==> config.mk <==
export PLATFORM = sky130hd
export DESIGN_NAME = ihrp_top
export DESIGN_NICKNAME = d
export VERILOG_FILES = /design/src/hw/ihrp_top.v
export VERILOG_INCLUDE_DIRS = /design/src /design/src/hw
export SDC_FILE = /design/constraint.sdc
export NUM_CORES = 1
export LEC_CHECK = 0
export ABC_CLOCK_PERIOD_IN_PS = 2000
export BUFFER_PORTS_ARGS = -buffer_cell sky130_fd_sc_hd__buf_2
export CORE_MARGIN = 3
export CORE_UTILIZATION = 54
export CTS_CLUSTER_SIZE = 14
export DETAILED_ROUTE_END_ITERATION = 8
export PLACE_DENSITY_LB_ADDON = 0.3
export SLEW_MARGIN = 20
export SYNTH_ARGS = -nofsm -noshare
export SYNTH_HDL_FRONTEND = slang
export SYNTH_SLANG_ARGS = --single-unit
==> constraint.sdc <==
create_clock -name mclk -period 2 [get_ports mclk]
set_clock_uncertainty 0.1 [all_clocks]
set_input_delay 0.2 -clock mclk [delete_from_list [all_inputs] [get_ports mclk]]
set_output_delay 0.2 -clock mclk [all_outputs]
set_load 0.05 [all_outputs]
==> src/hw/ihrp_defs.vh <==
/*
 * constants of the indexed host register port: direct and indirect
 * addresses, field positions, reset and readback values, settle counts.
 * assumes inclusion by a verilog-2005 design file of the same block.
 */
`ifndef IHRP_DEFS_VH
`define IHRP_DEFS_VH
`define IHRP_ADR_INDEX     2'h0
`define IHRP_ADR_DATA      2'h1
`define IHRP_ADR_STATUS    2'h2
`define IHRP_ADR_SAMPLE    2'h3
`define IHRP_IX_LEFT_OUT   4'h6
`define IHRP_IX_RIGHT_OUT  4'h7
`define IHRP_IX_FORMAT     4'h8
`define IHRP_IX_IFCFG      4'h9
`define IHRP_IX_PINCTL     4'hA
`define IHRP_IX_TESTINIT   4'hB
`define IHRP_IX_MISC       4'hC
`define IHRP_IX_CNT_HI     4'hE
`define IHRP_IX_CNT_LO     4'hF
`define IHRP_BIT_INIT      7
`define IHRP_BIT_MCE       6
`define IHRP_BIT_TRD       5
`define IHRP_BIT_MUTE      7
`define IHRP_BIT_PEN       0
`define IHRP_BIT_CEN       1
`define IHRP_BIT_ACI       5
`define IHRP_IFCFG_EN_MASK 8'h03
`define IHRP_INDEX_RESET   8'h40
`define IHRP_BUSY_READ     8'h80
`define IHRP_MIDSCALE      16'h0000
`define IHRP_STATUS_RESET  8'hCC
`define IHRP_SETTLE_CYCLES 128
`define IHRP_INIT_CYCLES   64
`endif

==> src/hw/ihrp_top.v <==
/*
 * host register front end: direct two-bit decode, sixteen indirect
 * registers, transfer request gating, mode change mute and settling.
 * assumes acks, sample ticks, interrupt events and adc samples arrive as
 * single-cycle pulses from logic on mclk. the host strobe, address and
 * write data pins are asynchronous to mclk and pass two stages here, so
 * the host must hold address and data steady for the whole strobe and keep
 * each strobe level for at least three mclk cycles, high and low.
 * read data follows the synchronised address one cycle later and then
 * stands until the address or the selected register changes.
 * limitation: a strobe that lands while initialization is busy is lost.
 */
`timescale 1ns/100ps
`include "ihrp_defs.vh"
`default_nettype none
module ihrp_top #(
   parameter SETTLE_CYCLES = `IHRP_SETTLE_CYCLES,
   parameter INIT_CYCLES   = `IHRP_INIT_CYCLES,
   parameter [3:0] MISC_ID = 4'hA
) (
   input  wire        mclk,
   input  wire        resetn,
   input  wire [1:0]  direct_reg_select,
   input  wire        host_wr_pin,
   input  wire        host_rd_pin,
   input  wire [7:0]  host_wdata,
   input  wire        sample_tick,
   input  wire        playback_ack,
   input  wire        capture_ack,
   input  wire        irq_event,
   input  wire [15:0] adc_sample,
   input  wire        adc_valid,
   output reg  [7:0]  host_rdata,
   output reg         playback_dma_request,
   output reg         capture_dma_request,
   output reg         irq_out,
   output reg         dac_left_mute,
   output reg         dac_right_mute,
   output reg         adc_mute,
   output reg  [15:0] dac_feed,
   output reg  [7:0]  playback_sample_byte,
   output reg         playback_byte_strobe,
   output reg  [15:0] capture_hold
);
   reg  [2:0]  wr_sync_q;
   reg  [2:0]  rd_sync_q;
   reg  [3:0]  indirect_index_q;
   reg         mode_change_allow_q;
   reg         request_block_on_irq_q;
   reg         init_busy_q;
   reg  [7:0]  init_cnt_q;
   reg  [7:0]  ind_q [0:15];
   reg         irq_flag_q;
   reg  [15:0] cur_count_q;
   reg  [8:0]  settle_cnt_q;
   reg         calibration_in_progress_q;
   reg  [7:0]  capture_sample_byte_q;
   reg         cap_upper_q;
   wire        wr_pulse;
   wire        rd_pulse;
   wire        settling;
   wire        playback_enable_bit;
   wire        capture_enable_bit;
   wire        gate_ok;
   wire        fmt_lock;
   integer     k;

   // host address and data pins, two stages each before any logic
   reg  [1:0]  adr_meta_q;
   reg  [1:0]  adr_sync_q;
   reg  [7:0]  wdata_meta_q;
   reg  [7:0]  wdata_sync_q;
   // decoded host cycles, qualified by the initialization state
   wire        host_wr_ok;
   wire        host_rd_ok;
   wire        index_wr;
   wire        status_wr;
   wire        sample_rd;
   wire        mce_exit;

   // second stage feeds the third, and both feed the edge detect
   assign wr_pulse = wr_sync_q[1] & ~wr_sync_q[2];
   assign rd_pulse = rd_sync_q[1] & ~rd_sync_q[2];
   assign playback_enable_bit      = ind_q[`IHRP_IX_IFCFG][`IHRP_BIT_PEN];
   assign capture_enable_bit      = ind_q[`IHRP_IX_IFCFG][`IHRP_BIT_CEN];
   assign settling = settle_cnt_q != 9'h000;
   assign gate_ok  = ~(request_block_on_irq_q & irq_flag_q);
   assign fmt_lock = ~mode_change_allow_q;

   // a strobe taken while busy is dropped, not deferred
   assign host_wr_ok = wr_pulse & ~init_busy_q;
   assign host_rd_ok = rd_pulse & ~init_busy_q;
   assign index_wr   = host_wr_ok & (adr_sync_q == `IHRP_ADR_INDEX);
   assign status_wr  = host_wr_ok & (adr_sync_q == `IHRP_ADR_STATUS);
   assign sample_rd  = host_rd_ok & (adr_sync_q == `IHRP_ADR_SAMPLE);
   assign mce_exit   = index_wr & mode_change_allow_q & ~wdata_sync_q[`IHRP_BIT_MCE];

   // address and data get the same two stages as the strobes, so all three
   // line up at the edge detect and no half-settled address is decoded
   always @(posedge mclk or negedge resetn) begin
      if (!resetn) begin
         wr_sync_q    <= 3'h0;
         rd_sync_q    <= 3'h0;
         adr_meta_q   <= 2'h0;
         adr_sync_q   <= 2'h0;
         wdata_meta_q <= 8'h00;
         wdata_sync_q <= 8'h00;
      end else begin
         wr_sync_q    <= {wr_sync_q[1:0], host_wr_pin};
         rd_sync_q    <= {rd_sync_q[1:0], host_rd_pin};
         adr_meta_q   <= direct_reg_select;
         adr_sync_q   <= adr_meta_q;
         wdata_meta_q <= host_wdata;
         wdata_sync_q <= wdata_meta_q;
      end
   end

   // initialization: bus is not answered for a while after reset
   always @(posedge mclk or negedge resetn) begin
      if (!resetn) begin
         init_busy_q <= 1'b1;
         init_cnt_q  <= 8'h00;
      end else if (init_busy_q) begin
         init_cnt_q <= init_cnt_q + 8'h01;
         if (init_cnt_q == INIT_CYCLES[7:0] - 8'h01)
            init_busy_q <= 1'b0;
      end
   end

   // direct registers and the indirect file
   always @(posedge mclk or negedge resetn) begin
      if (!resetn) begin
         indirect_index_q       <= 4'h0;
         mode_change_allow_q    <= 1'b1;
         request_block_on_irq_q <= 1'b0;
         for (k = 0; k < 16; k = k + 1)
            ind_q[k] <= 8'h00;
         playback_sample_byte   <= 8'h00;
         playback_byte_strobe   <= 1'b0;
      end else begin
         playback_byte_strobe <= 1'b0;
         if (host_wr_ok) begin
            case (adr_sync_q)
               `IHRP_ADR_INDEX: begin
                  indirect_index_q       <= wdata_sync_q[3:0];
                  mode_change_allow_q    <= wdata_sync_q[`IHRP_BIT_MCE];
                  request_block_on_irq_q <= wdata_sync_q[`IHRP_BIT_TRD];
               end
               `IHRP_ADR_DATA: begin
                  if (indirect_index_q == `IHRP_IX_FORMAT) begin
                     if (!fmt_lock)
                        ind_q[indirect_index_q] <= wdata_sync_q;
                  end else if (indirect_index_q == `IHRP_IX_IFCFG) begin
                     // only the two enable bits change on the fly
                     if (!fmt_lock)
                        ind_q[indirect_index_q] <= wdata_sync_q;
                     else
                        ind_q[indirect_index_q] <=
                           (ind_q[indirect_index_q] & ~`IHRP_IFCFG_EN_MASK) |
                           (wdata_sync_q & `IHRP_IFCFG_EN_MASK);
                  end else if (indirect_index_q != `IHRP_IX_MISC &&
                               indirect_index_q != `IHRP_IX_TESTINIT) begin
                     ind_q[indirect_index_q] <= wdata_sync_q;
                  end
               end
               `IHRP_ADR_SAMPLE: begin
                  playback_sample_byte <= wdata_sync_q;
                  playback_byte_strobe <= 1'b1;
               end
               default: begin
               end
            endcase
         end
      end
   end

   // sticky interrupt, set wins over a host clear
   always @(posedge mclk or negedge resetn) begin
      if (!resetn)
         irq_flag_q <= 1'b0;
      else if (irq_event)
         irq_flag_q <= 1'b1;
      else if (status_wr)
         irq_flag_q <= 1'b0;
   end

   // current count reloads from the base bytes on underflow
   always @(posedge mclk or negedge resetn) begin
      if (!resetn)
         cur_count_q <= 16'h0000;
      else if (sample_tick && (playback_enable_bit || capture_enable_bit) && gate_ok) begin
         if (cur_count_q == 16'h0000)
            cur_count_q <= {ind_q[`IHRP_IX_CNT_HI], ind_q[`IHRP_IX_CNT_LO]};
         else
            cur_count_q <= cur_count_q - 16'h0001;
      end
   end

   // pending requests finish; new ones wait for the gate
   always @(posedge mclk or negedge resetn) begin
      if (!resetn) begin
         playback_dma_request <= 1'b0;
         capture_dma_request  <= 1'b0;
      end else begin
         if (playback_ack || !playback_enable_bit)
            playback_dma_request <= 1'b0;
         else if (sample_tick && gate_ok)
            playback_dma_request <= 1'b1;
         if (capture_ack || !capture_enable_bit)
            capture_dma_request <= 1'b0;
         else if (sample_tick && gate_ok)
            capture_dma_request <= 1'b1;
      end
   end

   always @(posedge mclk or negedge resetn) begin
      if (!resetn) begin
         settle_cnt_q              <= 9'h000;
         calibration_in_progress_q <= 1'b0;
      end else if (mce_exit) begin
         settle_cnt_q              <= SETTLE_CYCLES[8:0];
         calibration_in_progress_q <= 1'b1;
      end else if (settling) begin
         if (sample_tick)
            settle_cnt_q <= settle_cnt_q - 9'h001;
      end else begin
         calibration_in_progress_q <= 1'b0;
      end
   end

   // converter feed: dac midscale when starved, capture midscale when settling
   always @(posedge mclk or negedge resetn) begin
      if (!resetn) begin
         dac_feed     <= `IHRP_MIDSCALE;
         capture_hold <= `IHRP_MIDSCALE;
         adc_mute     <= 1'b0;
      end else begin
         adc_mute <= settling;
         if (!gate_ok && !playback_dma_request)
            dac_feed <= `IHRP_MIDSCALE;
         // playback bytes shift in, upper byte first
         else if (playback_byte_strobe)
            dac_feed <= {dac_feed[7:0], playback_sample_byte};
         if (settling)
            capture_hold <= `IHRP_MIDSCALE;
         else if (adc_valid && gate_ok)
            capture_hold <= adc_sample;
      end
   end

   // mute during mode change and settling
   always @(posedge mclk or negedge resetn) begin
      if (!resetn) begin
         dac_left_mute  <= 1'b1;
         dac_right_mute <= 1'b1;
         irq_out        <= 1'b0;
      end else begin
         dac_left_mute  <= mode_change_allow_q | settling |
                           ind_q[`IHRP_IX_LEFT_OUT][`IHRP_BIT_MUTE];
         dac_right_mute <= mode_change_allow_q | settling |
                           ind_q[`IHRP_IX_RIGHT_OUT][`IHRP_BIT_MUTE];
         irq_out        <= irq_flag_q & ind_q[`IHRP_IX_PINCTL][1];
      end
   end

   // capture byte sequencing: upper byte first, then the lower byte stays
   // until a new sample restarts the pointer; a new sample wins over a read
   always @(posedge mclk or negedge resetn) begin
      if (!resetn) begin
         cap_upper_q <= 1'b1;
      end else if (adc_valid) begin
         cap_upper_q <= 1'b1;
      end else if (sample_rd) begin
         cap_upper_q <= 1'b0;
      end
   end

   always @(posedge mclk or negedge resetn) begin
      if (!resetn)
         capture_sample_byte_q <= 8'h00;
      else if (cap_upper_q)
         capture_sample_byte_q <= capture_hold[15:8];
      else
         capture_sample_byte_q <= capture_hold[7:0];
   end

   // read mux, registered
   always @(posedge mclk or negedge resetn) begin
      if (!resetn)
         host_rdata <= `IHRP_BUSY_READ;
      else if (init_busy_q)
         host_rdata <= `IHRP_BUSY_READ;
      else begin
         case (adr_sync_q)
            `IHRP_ADR_INDEX:
               host_rdata <= {1'b0, mode_change_allow_q, request_block_on_irq_q,
                              1'b0, indirect_index_q};
            `IHRP_ADR_DATA: begin
               if (indirect_index_q == `IHRP_IX_TESTINIT)
                  host_rdata <= {2'b00, calibration_in_progress_q, 5'h00};
               else if (indirect_index_q == `IHRP_IX_MISC)
                  host_rdata <= {4'h0, MISC_ID};
               else
                  host_rdata <= ind_q[indirect_index_q];
            end
            `IHRP_ADR_STATUS:
               host_rdata <= {cap_upper_q, 1'b1, capture_dma_request, 1'b0,
                              1'b1, 1'b1, playback_dma_request, irq_flag_q};
            `IHRP_ADR_SAMPLE:
               host_rdata <= capture_sample_byte_q;
            default:
               host_rdata <= 8'h00;
         endcase
      end
   end
endmodule
`default_nettype wire

Yosys cells after proc, flatten, opt, wreduce, memory -nomap -nowiden
Cells that the tools add are included.

Register bits: 244. Input bits: 35. Output and inout port bits: 55. Word-level logic and storage cells: 142.

$add $sub $neg: 2. $lt $le $gt $ge: 2. Equal/unequal tests: 12. Muxes and demuxes: 37. Bitwise logic cells: 21. Reductions and logical operators: 25.

Operators with widths (count): $mux 128 (5); $bwmux 128 (2); $mux 16 (4); $mux 8 (7); $bmux 8 s4 (1); $demux 8 s4 (1); $pmux 8 s4 (1); $mux 9 (3); $eq 4x4->1 const B (4); $reduce_bool 2->1 (8); $mux 1 (13); $and 1x1->1 (11); $reduce_bool 9->1 (1); $sub 9x1->9 const B (1); $add 8x1->8 const B (1); $eq 8x6->1 const B (1); $ne 4x4->1 const B (2); $or 8x2->8 (1); $reduce_and 2->1 (3); $ge 5x5->1 const B (1); $logic_and 1x1->1 (5); $lt 5x1->1 const B (1); $not 1->1 (5); $not 4->5 (1); other kinds (10) (16).

Longest topological paths before layout
Depth after elaboration: 9. Mapped depth: 8. Mapped depth without buffers: 6.

Least setup slack after synthesis
Ideal clock, no wire load.

Path kind: register -> register. From: register indirect_index_q[1]. To: register ind_q[107] in the netlist's numbering. Setup time: 0.143 ns. Arrival: 1.651 ns. Required time: 1.757 ns. Slack: 0.106 ns. Stages on the path, launching flop included: 7. Path buffers: 2. Period minus slack after synthesis: 1.894 ns. Cells stage by stage: dfrtp_1 -> buf_2 -> or2b_1 -> nor3_2 -> buf_4 -> mux2i_1 -> o21ai_0.

Longest elaborated chain between the ends: 9. Elaborated cells between the ends (all ways): 25. Those cells by class: order compare (2); eq/ne (5); mux (12); bitwise (2); reduce/logical (4).

RTL lines: start, declared (line ihrp_top.v:47) `reg [3:0] indirect_index_q;`; start signal, assigned (line ihrp_top.v:145) `indirect_index_q <= wdata_sync_q[3:0];`; $not 4->5; $ge 5x5->1, or another cell as far along; $logic_and 1x1->1 or $mux 8 (tied branches); $mux 8 (on tied branches); $demux 8 s4 or $or 8x2->8 (tied branches); $bwmux 128 (on tied branches); $mux 128 (on tied branches) (line ihrp_top.v:161, ihrp_top.v:155); $mux 128 (line ihrp_top.v:153) `` end else if (indirect_index_q == `IHRP_IX_IFCFG) begin ``; $mux 128 (line ihrp_top.v:150) `` if (indirect_index_q == `IHRP_IX_FORMAT) begin ``; end signal, assigned by index (line ihrp_top.v:152) `ind_q[indirect_index_q] <= wdata_sync_q;`; end signal, assigned by index (line ihrp_top.v:156) `ind_q[indirect_index_q] <= wdata_sync_q;`; end signal, assigned by index (line ihrp_top.v:163) `ind_q[indirect_index_q] <= wdata_sync_q;`; end, declared (line ihrp_top.v:52) `reg [7:0] ind_q [0:15];`.

Parallel ways exist; a longest one is shown, timed or not. The select of a mux whose other input is x is not followed. A chain may end at the register's enable or synchronous reset.

Worst setup path after layout
From: register indirect_index_q[0]. To: register host_rdata[4].

Longest elaborated chain between the ends: 8. Elaborated cells between the ends (all ways): 10. Those cells by class: eq/ne (2); mux (7); bitwise (1).

RTL lines: $not 4->5 (not written as such) (line ihrp_top.v:304) `host_rdata <= ind_q[indirect_index_q];`; $bmux 8 s4 (line ihrp_top.v:304); $mux 8 (not written as such) (2 in series) (line ihrp_top.v:304); $mux 8 (line ihrp_top.v:301) `` else if (indirect_index_q == `IHRP_IX_MISC) ``; $mux 8 * (line ihrp_top.v:299) `` if (indirect_index_q == `IHRP_IX_TESTINIT) ``; $pmux 8 s4 * (line ihrp_top.v:294) `case (adr_sync_q)`; $mux 8 * (line ihrp_top.v:291) `else if (init_busy_q)`; end signal, assigned (line ihrp_top.v:292) `` host_rdata <= `IHRP_BUSY_READ; ``; end signal, assigned (line ihrp_top.v:300) `host_rdata <= {2'b00, calibration_in_progress_q, 5'h00};`; end signal, assigned (line ihrp_top.v:302) `host_rdata <= {4'h0, MISC_ID};`; end, declared (line ihrp_top.v:33) `output reg [7:0] host_rdata,`.

Every way passes the cells marked *; elsewhere a longest branch is shown, timed or not. The select of a mux whose other input is x is not followed.

==> results.ini <==
[synthesis]
synthesis.nets = 874
synth_edf_count = 0
synthCells = 837
ys_async_sr_fraction_pct = 100
synth_seq_cells = 242
yosysWarnings = 0
synth.cell_area_um2 = 10400
synth_flop_cell = dfrtp_1
synth.avg_cell_area_um2 = 12.4
ys_types = 70
ys_seq_area_share_pct = 58.4

[drt]
post-route-drc-count = 0
top_layer_used = met4
drt_first_pass_iters = 5
route.layer.met1.wl_um = 11000
wl_met2_um = 12100
postRouteAntennaNets = 0
via_count = 7238
dr.first_iter.drc_count = 637
viasPerCell = 5.77
wl_met3_um = 1530
drt_wl_total_um = 25300
wire_per_inst_um = 20.2

[sta]
drv_slew = 0
final.setup.tns_ns = -0.0588
setup_viol = 4
tightest_slew_ns = 0.627
hold_viol = 0
layout_min_cycle_time_ns = 2.03
fin_crit_sh_pct = 101
grt_setup_unrepaired = true
max_freq_ghz = 0.494
fin_ws_ns = -0.0251
fin_worst_hold_slack_ns = 0.102
slew_headroom_pct = 58.2

[setup_path]
cp.arrival_ns = 2.33
critical_path_class = reg2reg
crit_path_end_kind = register
cp_data_required_time_ns = 2.31
start_kind = register
ff2ff_path_depth = 5
critPathMaxFanout = 7

[cells_and_area]
syn_to_final_growth_pct = 23.3
diodes = 0
seq_area_um2 = 6070
multi_input_area_um2 = 3950
drive_gt1_share_pct = 31.4
num-nets-final = 1038
fill_cells = 1348

[placed_design]
dpl.hpwl_um = 16800
gp_congestion = 0.900
port_buffers = 89

[die]
ios = 90
die_x_um = 145
chipHeight_um = 145
initial_core_util_pct = 55.3
core-area_um2 = 18800
dieArea_um2 = 20900
rows = 50

[power]
power_leakage_nw = 6.12
irDropWorstVdd_mv = 0.762
p_per_area_nw_per_um2 = 1070

[clock_tree]
cts.sinks = 242
insertion_delay_ns = 0.53
root_buffer = clkbuf_16
cts_tree = yes
cts_made_buffers = 25
ctsHtreeMaxLevel = 1
clk_pin_slew_ns = 0.06
cts_buffer_depth = 3

[global_route]
grt_antenna_before_repair = 0
grt_pass1_vias = 7440
grt_first_pass_wirelength_um = 40900
grt_max_degree = 57
grt_overflow = 0
grt_util_all_layers_pct = 25.1

[hold_path]
hold_path_class = in2async

[status]
run_status = finished with violations
violations = setup timing

[job]
max_cap_viol_count = 0

synth_stat cells (all sizes together), types with 5 or more instances:
library cell,instances,area [um^2]
a21oi,35,175
o21ai,66,330
mux2i,32,353
nand2,114,428
inv,13,48.8
clkbuf,30,113
nand3,10,55.1
mux2,68,766
a211oi,5,37.5
or4,5,37.5
dfstp,6,158
nand4,15,106
nor2b,5,31.3
o31ai,5,37.5
nor3,5,30.0
or3,5,31.3
nor2,44,165
mux4,30,743
dfrtp,236,5910
buf,37,230
and2,6,42.6
cells in the final DEF (no fill, tap or decap), drive strengths merged, types with 6 or more instances in the layout:
cell,synthesis,layout
mux2i,32,32
nand4,15,15
nor2,44,44
inv,13,14
mux4,30,30
dlygate4sd3,0,36
mux2,68,68
and2,6,6
a21oi,35,35
dfrtp,236,236
buf,37,167
clkbuf,30,36
nand3,10,10
o21ai,66,66
dfstp,6,6
nand2,114,114
final cells by class:
type	instances	share of cell area, %
Tap cell	234	2.29
Clock inverter	11	1.37
Timing Repair Buffer	204	12.0
Clock buffer	35	5.58
Inverter	14	0.440
Sequential cell	242	47.4
Multi-Input combinational cell	514	30.9
worst paths after layout:
| check | end | start | slack (ns) |
|---|---|---|---|
| worst min register to register | wdata_sync_q[0]$_DFF_PN0_ | wdata_meta_q[0]$_DFF_PN0_ | 0.25 |
| worst min-delay path | adc_mute$_DFF_PN0_ | resetn | 0.10 |
| worst max-delay path | host_rdata[4]$_DFF_PN0_ | indirect_index_q[0]$_DFFE_PN0N_ | -0.03 |
| worst max register to register | host_rdata[4]$_DFF_PN0_ | indirect_index_q[0]$_DFFE_PN0N_ | -0.03 |
| max in group asynchronous | mode_change_allow_q$_DFFE_PN1N_ | resetn | 1.05 |
| min in group mclk | wdata_meta_q[4]$_DFF_PN0_ | host_wdata[4] | 0.20 |
metal layers:
layer,GRT usage (%),vias up
met5,0,-
met4,6.33,0
met3,4.40,52
met2,40.4,234
met1,36.0,3650
li1,-,3302
worst max-delay path, stage by stage (launching register included):
cell	delay, ns
dfrtp_2	0.39
buf_4	0.19
mux4_1	0.66
mux2i_1	0.27
o21ai_0	0.11
o21a_1	0.19
per-stage QoR:
step / power, mW / utilization (%) / std cells / worst slack, ns / instance area, um^2
global placement: 8.51 / 60.9 / 1165 / -0.0164 / 11400
global route: 14.2 / 68.2 / 1254 / -0.0861 / 12800
detailed placement: 8.59 / 60.9 / 1165 / 0.0128 / 11400
finish: 13.6 / 68.2 / 1254 / -0.0251 / 12800
CTS: 13.6 / 67.6 / 1248 / 0.000232 / 12700
floorplan: 7.65 / - / 837 / 0.106 / 10400
where the power goes:
part / total, mW / switching [mW] / internal [mW]
clock network: 4.96 / 1.93 / 3.02
logic: 2.71 / 1.49 / 1.23
registers: 5.98 / 0.470 / 5.51
cell families after synthesis:
family	synth area share [%]
and+or+nand+nor	10.6
buffers and inverters	3.81
AOI/OAI and AO/OA	8.26
xor gates and xnor gates	0.675
DFF	58.4
muxes	17.9
adders and majority gates	0.241
what timing repair did:
| item | in CTS | in global routing |
|---|---|---|
| hold buffers | 36 | 0 |
| endpoints found under the setup margin | 8 | 62 |
| gates cloned | 0 | 1 |
| setup buffers | 1 | 5 |
| endpoints found under the hold margin | 272 | 0 |
| resized for setup | 3 | 10 |
| pin swaps | 1 | 1 |
(Power assumes the default switching activity.)
